[src/comparator_control_map.vh]
// Notes on behaviour
// - Enable bit 10 turns comparator on.
// - Bits 9:8 pick negative input source.
// - Bits 7:6 route result: pin or interrupt.
// - Polarity bit 5 inverts comparator output sense.
// - Bits 4:3 pick slow or fast response.
// - Bit 2 enables about 7.5 mV hysteresis.
// - Rising edge sets bit 1; write one clears.
// - Falling edge sets bit 0; sticky until cleared.
// - Sixteen-bit register; bits 15:11 read zero.
// - Positive input always from channel three path.
// - Result feeds interrupt, logic array, converter, pin.
`ifndef COMPARATOR_CONTROL_MAP_VH
`define COMPARATOR_CONTROL_MAP_VH

// ----------------------------------------------------------------
// Register map
// ----------------------------------------------------------------
`define CMP_CTRL_ADDR      32'hffff_0444
`define CMP_CTRL_RESET     16'h0000
`define CMP_CTRL_WMASK     16'h07fc

// ----------------------------------------------------------------
// Field positions
// ----------------------------------------------------------------
`define BIT_ON             10
`define NEGSEL_HI          9
`define NEGSEL_LO          8
`define ROUTE_HI           7
`define ROUTE_LO           6
`define BIT_POL            5
`define SPEED_HI           4
`define SPEED_LO           3
`define BIT_HYST           2
`define BIT_RISE           1
`define BIT_FALL           0

// ----------------------------------------------------------------
// Field codes
// ----------------------------------------------------------------
`define NEG_HALF_SUPPLY    2'h0
`define NEG_CHANNEL_THREE  2'h1
`define NEG_CONVERTER_OUT  2'h2
`define ROUTE_PIN          2'h2
`define ROUTE_IRQ          2'h3
`define SPEED_SLOW         2'h0
`define SPEED_FAST         2'h3

`endif

[src/voltage_comparator_control.v]
// The strobed register port was chosen for this implementation.
`timescale 1ns/1ns
`include "comparator_control_map.vh"
module voltage_comparator_control
(
  input  wire        core_clk,
  input  wire        rst_n,
  input  wire [31:0] regAddr,
  input  wire [15:0] regWdata,
  input  wire        regWrite,
  input  wire        regRead,
  output reg  [15:0] regRdata,
  input  wire        rawResult,
  output wire        analogEnable,
  output wire [1:0]  negInputSelect,
  output wire        positiveFromChannelThree,
  output wire        fastResponse,
  output wire        hysteresisEnable,
  output wire        invertSense,
  output reg         resultOutputPin,
  output reg         resultIrq,
  output reg         resultToLogicArray,
  output reg         resultToConverterStart
);

  // ----------------------------------------------------------------
  // Control register
  // ----------------------------------------------------------------
  reg  [15:0] ctrl;
  reg  [15:0] next_ctrl;
  reg         syncA;
  reg         syncB;
  reg         lastResult;
  reg         next_resultOutputPin;
  reg         next_resultIrq;
  reg         next_resultToLogicArray;
  reg         next_resultToConverterStart;
  reg  [15:0] next_regRdata;
  wire        hit;
  wire        wrHit;
  wire        rdHit;
  wire        rise;
  wire        fall;
  wire        enabled;
  wire        resOn;
  wire [1:0]  route;
  wire        routePin;
  wire        routeIrq;
  wire        flagPending;
  wire        riseSet;
  wire        fallSet;
  wire        riseClear;
  wire        fallClear;

  // ----------------------------------------------------------------
  // Bus decode
  // ----------------------------------------------------------------
  // Only the one full address is mapped; every other address is ignored.
  assign hit = (regAddr == `CMP_CTRL_ADDR);

  assign wrHit = regWrite & hit;

  assign rdHit = regRead & hit;

  // ----------------------------------------------------------------
  // Result synchroniser
  // ----------------------------------------------------------------
  // Two-stage synchroniser.
  always @(posedge core_clk or negedge rst_n)
  begin
    if (!rst_n)
    begin
      syncA <= 1'h0;
    end
    else
    begin
      syncA <= rawResult;
    end
  end

  always @(posedge core_clk or negedge rst_n)
  begin
    if (!rst_n)
    begin
      syncB <= 1'h0;
    end
    else
    begin
      syncB <= syncA;
    end
  end

  // The history flop resets to the idle level, so no false edge follows reset.
  always @(posedge core_clk or negedge rst_n)
  begin
    if (!rst_n)
    begin
      lastResult <= 1'h0;
    end
    else
    begin
      lastResult <= syncB;
    end
  end

  // ----------------------------------------------------------------
  // Edge detection
  // ----------------------------------------------------------------
  // Only the second stage is compared, so each transition is seen once.
  assign rise = syncB & ~lastResult;

  assign fall = ~syncB & lastResult;

  assign enabled = ctrl[`BIT_ON];

  assign resOn = enabled & syncB;

  // ----------------------------------------------------------------
  // Flag set and clear terms
  // ----------------------------------------------------------------
  // Rising edge sets.
  assign riseSet = rise & enabled;

  assign fallSet = fall & enabled;

  assign riseClear = wrHit & regWdata[`BIT_RISE];

  assign fallClear = wrHit & regWdata[`BIT_FALL];

  // ----------------------------------------------------------------
  // Control register next value
  // ----------------------------------------------------------------
  always @*
  begin
    next_ctrl = ctrl;
    if (wrHit)
    begin
      next_ctrl[`BIT_ON] = regWdata[`BIT_ON];
    end
    if (wrHit)
    begin
      next_ctrl[`NEGSEL_HI:`NEGSEL_LO] = regWdata[`NEGSEL_HI:`NEGSEL_LO];
    end
    if (wrHit)
    begin
      next_ctrl[`ROUTE_HI:`ROUTE_LO] = regWdata[`ROUTE_HI:`ROUTE_LO];
    end
    if (wrHit)
    begin
      next_ctrl[`BIT_POL] = regWdata[`BIT_POL];
    end
    if (wrHit)
    begin
      next_ctrl[`SPEED_HI:`SPEED_LO] = regWdata[`SPEED_HI:`SPEED_LO];
    end
    if (wrHit)
    begin
      next_ctrl[`BIT_HYST] = regWdata[`BIT_HYST];
    end
    // Rising flag, set wins.
    // A clear in the same cycle as a new edge leaves the flag set, so that edge is kept.
    if (riseSet)
    begin
      next_ctrl[`BIT_RISE] = 1'h1;
    end
    else if (riseClear)
    begin
      next_ctrl[`BIT_RISE] = 1'h0;
    end
    if (fallSet)
    begin
      next_ctrl[`BIT_FALL] = 1'h1;
    end
    else if (fallClear)
    begin
      next_ctrl[`BIT_FALL] = 1'h0;
    end
    next_ctrl[15:11] = 5'h00;
  end

  // ----------------------------------------------------------------
  // Control register
  // ----------------------------------------------------------------
  always @(posedge core_clk or negedge rst_n)
  begin
    if (!rst_n)
    begin
      ctrl <= `CMP_CTRL_RESET;
    end
    else
    begin
      ctrl <= next_ctrl;
    end
  end

  // ----------------------------------------------------------------
  // Analog controls
  // ----------------------------------------------------------------
  // Enable drive.
  assign analogEnable = ctrl[`BIT_ON];

  // Negative input; reserved code passed as is.
  assign negInputSelect = ctrl[`NEGSEL_HI:`NEGSEL_LO];

  assign positiveFromChannelThree = 1'h1;

  assign invertSense = ctrl[`BIT_POL];

  assign fastResponse = (ctrl[`SPEED_HI:`SPEED_LO] == `SPEED_FAST);

  assign hysteresisEnable = ctrl[`BIT_HYST];

  // ----------------------------------------------------------------
  // Route decode
  // ----------------------------------------------------------------
  // Reserved route codes drive neither the pin nor the interrupt.
  assign route = ctrl[`ROUTE_HI:`ROUTE_LO];

  assign routePin = (route == `ROUTE_PIN);

  assign routeIrq = (route == `ROUTE_IRQ);

  assign flagPending = ctrl[`BIT_RISE] | ctrl[`BIT_FALL];

  // ----------------------------------------------------------------
  // Output next values
  // ----------------------------------------------------------------
  // The analog stage applies the polarity, so the synced level is final.
  always @*
  begin
    next_resultOutputPin = resOn & routePin;
    next_resultIrq = enabled & routeIrq & flagPending;
    next_resultToLogicArray = resOn;
    next_resultToConverterStart = riseSet;
    next_regRdata = 16'h0000;
    if (rdHit)
    begin
      next_regRdata = {5'h00, ctrl[10:0]};
    end
  end

  // ----------------------------------------------------------------
  // Output registers
  // ----------------------------------------------------------------
  always @(posedge core_clk or negedge rst_n)
  begin
    if (!rst_n)
    begin
      resultOutputPin <= 1'h0;
    end
    else
    begin
      resultOutputPin <= next_resultOutputPin;
    end
  end

  always @(posedge core_clk or negedge rst_n)
  begin
    if (!rst_n)
    begin
      resultIrq <= 1'h0;
    end
    else
    begin
      resultIrq <= next_resultIrq;
    end
  end

  always @(posedge core_clk or negedge rst_n)
  begin
    if (!rst_n)
    begin
      resultToLogicArray <= 1'h0;
    end
    else
    begin
      resultToLogicArray <= next_resultToLogicArray;
    end
  end

  // One pulse per synced rising edge while enabled; the converter must not see a level.
  always @(posedge core_clk or negedge rst_n)
  begin
    if (!rst_n)
    begin
      resultToConverterStart <= 1'h0;
    end
    else
    begin
      resultToConverterStart <= next_resultToConverterStart;
    end
  end

  // ----------------------------------------------------------------
  // Read back
  // ----------------------------------------------------------------
  // Read data stand for one cycle only and are zero otherwise.
  always @(posedge core_clk or negedge rst_n)
  begin
    if (!rst_n)
    begin
      regRdata <= 16'h0000;
    end
    else
    begin
      regRdata <= next_regRdata;
    end
  end

endmodule

[config.mk]
export PLATFORM = sky130hd
export DESIGN_NAME = voltage_comparator_control
export DESIGN_NICKNAME = d
export VERILOG_FILES = /design/src/voltage_comparator_control.v
export VERILOG_INCLUDE_DIRS = /design/src
export SDC_FILE = /design/constraint.sdc
export NUM_CORES = 1
export LEC_CHECK = 0
export BUFFER_PORTS_ARGS = -buffer_cell sky130_fd_sc_hd__buf_2
export CAP_MARGIN = 20
export CORE_MARGIN = 4
export CORE_UTILIZATION = 40
export DETAILED_ROUTE_END_ITERATION = 12
export MAX_ROUTING_LAYER = met4
export PLACE_DENSITY = 0.75
export SLEW_MARGIN = 40
export SYNTH_ARGS = -nofsm -noshare
export SYNTH_HDL_FRONTEND = slang
export SYNTH_SLANG_ARGS = --single-unit
export TNS_END_PERCENT = 100
[constraint.sdc]
create_clock -name core_clk -period 0.9 [get_ports core_clk]
set_input_delay 0.135 -clock core_clk [delete_from_list [all_inputs] [get_ports core_clk]]
set_output_delay 0.135 -clock core_clk [all_outputs]
set_load 0.01 [all_outputs]
==> impl_metrics.yaml <==
status:
  status: "finished with violations"
  violations: "negative setup slack"
setup_path:
  crit_path_frequent_cell: "buf_6"
  start_kind: "input pin"
  path_max_fanout: 5
  cp_num_buf_inv: 2
  cpMaxStageDelayCell: "or4b_4"
  reg2reg_depth: 4
  cp.depth: 6
  cp.required_ps: 1110
  worst_setup_path_end_kind: "register"
  path_cells: "buf_6 -> or4b_4 -> nor4_4 -> buf_6 -> nand3_4 -> mux2_4"
  cp_top_family: "simple AND/OR/NAND/NOR gates"
  worstSetupPathType: "in2reg"
  critPathArrivalTime_ps: 1650
  slowest_delay_ps: 530
global_routing:
  grt_max_degree: 16
  grt_pass1_wl_mm: 4.19
  grt.overflow.total: 0
  grt_util_all_layers: 0.164
  grt_antenna_before_repair: 0
  grt_pass1_vias: 991
floorplanning:
  io-pin-count: 80
  die-area_mm2: 0.00379
  die_w_um: 61.6
  rows: 19
  fp.dieH_um: 61.6
  fp.coreArea_mm2: 0.00276
  start_util: 0.416
yosys:
  synth_seq_area_share: 0.632
  yosysTopAreaCell: "dfrtp_1"
  synth_edf_count: 0
  synthArstFlopShare: 1.00
  synth_common_cells: "29 x dfrtp_1, 12 x and2_1, 9 x mux2_2"
  netlist_area_mm2: 0.00115
  synth.most_common_cell: "dfrtp_1"
  yosys.area.top_type_share: 0.632
  synth_cell_type_count: 20
  yosysWarnings: 0
  synthTopCellsByArea: "dfrtp_1 63%, mux2_2 8.8%, and2_1 6.5%"
  synthCells: 83
  yosys_most_used_dff: "dfrtp_1"
  ys_seq_elements: 29
  synth.avg_cell_area_um2: 13.8
drt:
  vias: 955
  top_layer_used: "met4"
  met1_length_um: 966
  drtIter0Drc: 41
  ant_nets: 0
  drc_errors: 0
  viasPerCell: 4.80
  drt-total-wl_mm: 2.72
  wl_met3_um: 237
  met2WireLength_mm: 1.49
  routedWlPerCell_um: 13.7
  drt-pass1-iter-count: 4
timing:
  hold_viol_final: 0
  min_period_over_period: 1.60
  clock.fmax_mhz: 694
  worst_slack_ps: -541
  tns_ps: -11150
  grt_setup_unrepaired: "true"
  final.min_clock_period_ps: 1440
  setup_violations: 43
  drv_slew: 0
  skew_ps: 6.93
placement:
  place.detailed.hpwl_mm: 2.04
  dp_slack_ps: -910
  numPortBuffers: 68
  gp_congestion: 0.727
layout:
  layout-drive-gt1-share: 0.631
  syn2layout_area_growth_pct: 54.7
  num_antenna_cells: 0
  fill_cells: 210
  utilization: 0.644
  fin_nets: 220
worst_hold_path:
  min_path_type: "in2reg"
  holdPathStages: 2
clock_tree:
  cts_num_sinks: 29
  clockRootBuffer: "clkbuf_4"
  clock_latency_ps: 320
  cts_buffer_depth: 2
  htreeDepth: 2
  cts_tree: "built"
  cts.clk_slew.worst_paths_ps: 80
  numCtsBuffers: 5
job:
  drv_cap: 0
pwr:
  leakage_nw: 1.02
  power.density_mw_per_mm2: 1240
  ir_drop_uv: 1090
[through the flow]
step                instance area, um2  std cells  hold WS, ps  total power [mW]
floorplan                         1190         87         -161              1.39
global placement                  1540        180         56.0              1.50
detailed placement                1540        180         62.5              1.50
CTS                               1730        199         33.5              2.22
global route                      1780        199         24.5              2.32
finish                            1780        199         40.9              2.20
[flip-flops by register name, indices dropped and copies added (netlist names)]
register                cells
lastResult                  1
resultToConverterStart      1
ctrl                       11
syncB                       1
syncA                       1
resultOutputPin             1
regRdata                   11
resultIrq                   1
resultToLogicArray          1
[power by group]
part / switching [mW] / internal, mW / total, mW
clock network: 0.399 / 0.310 / 0.710
registers: 0.00517 / 1.31 / 1.31
logic: 0.0797 / 0.101 / 0.181
total: 0.484 / 1.72 / 2.20
[worst register-to-register path, stage by stage, from the launching register on]
cell and delay (ps):
dfrtp_1 400, buf_6 130, nand2_4 60, o21ai_0 70, o22a_1 190
[cells by family after synthesis]
logic type	count (synthesis)	synth area share
flops	29	0.633
simple gates	28	0.179
buf+inv	11	0.0633
mux	9	0.0883
compound gates	4	0.0305
other cells	2	0.00655
[layout by cell type, fill, tap and decap left out, types with 2 or more instances in the layout]
cell type and n:
and2_1 8, and2_4 4, and3_4 2, buf_2 63, buf_4 4, buf_6 10, clkbuf_1 3, clkbuf_4 5
conb_1 6, dfrtp_1 29, dlygate4sd3_1 2, inv_1 2, mux2_2 8, nand3_4 2, nand4_1 4, nor4_4 2
or4b_1 2, or4b_4 2
[what timing repair did]
| item | 4_1_cts | 5_1_grt |
|---|---|---|
| resized for setup | 12 | 11 |
| setup endpoints to repair | 43 | 45 |
| endpoints found under the hold margin | 23 | 0 |
| cloned | 2 | 0 |
| setup buffers | 7 | 0 |
| pin swaps | 4 | 5 |
| hold buffers | 2 | 0 |
[per-layer routing]
| layer | GRT usage | vias to the layer above |
|---|---|---|
| li1 | - | 451 |
| met1 | 0.163 | 456 |
| met2 | 0.284 | 46 |
| met3 | 0.0587 | 2 |
| met4 | 0.0727 | 0 |
| met5 | - | - |
[worst paths after layout]
path	start	slack (ps)	endpoint
setup reg to reg	ctrl[10]$_DFFE_PN0N_	-70	ctrl[1]$_DFFE_PN0P_
min in group asynchronous	rst_n	240	regRdata[7]$_DFF_PN0_
setup / recovery	regAddr[11]	-540	ctrl[4]$_DFFE_PN0N_
hold reg to reg	syncA$_DFF_PN0_	370	syncB$_DFF_PN0_
max in group asynchronous	rst_n	270	ctrl[1]$_DFFE_PN0P_
hold / removal	regWdata[10]	40	ctrl[10]$_DFFE_PN0N_
[final cells by class]
class	instances	area [um2]	share of cell area
Inverter	2	7.51	0.00423
Multi-Input combinational cell	49	457	0.257
Timing Repair Buffer	80	498	0.280
Clock buffer	8	48.8	0.0275
Tap cell	31	38.8	0.0218
Sequential cell	29	726	0.409
Power figures use the tool's default switching activity.
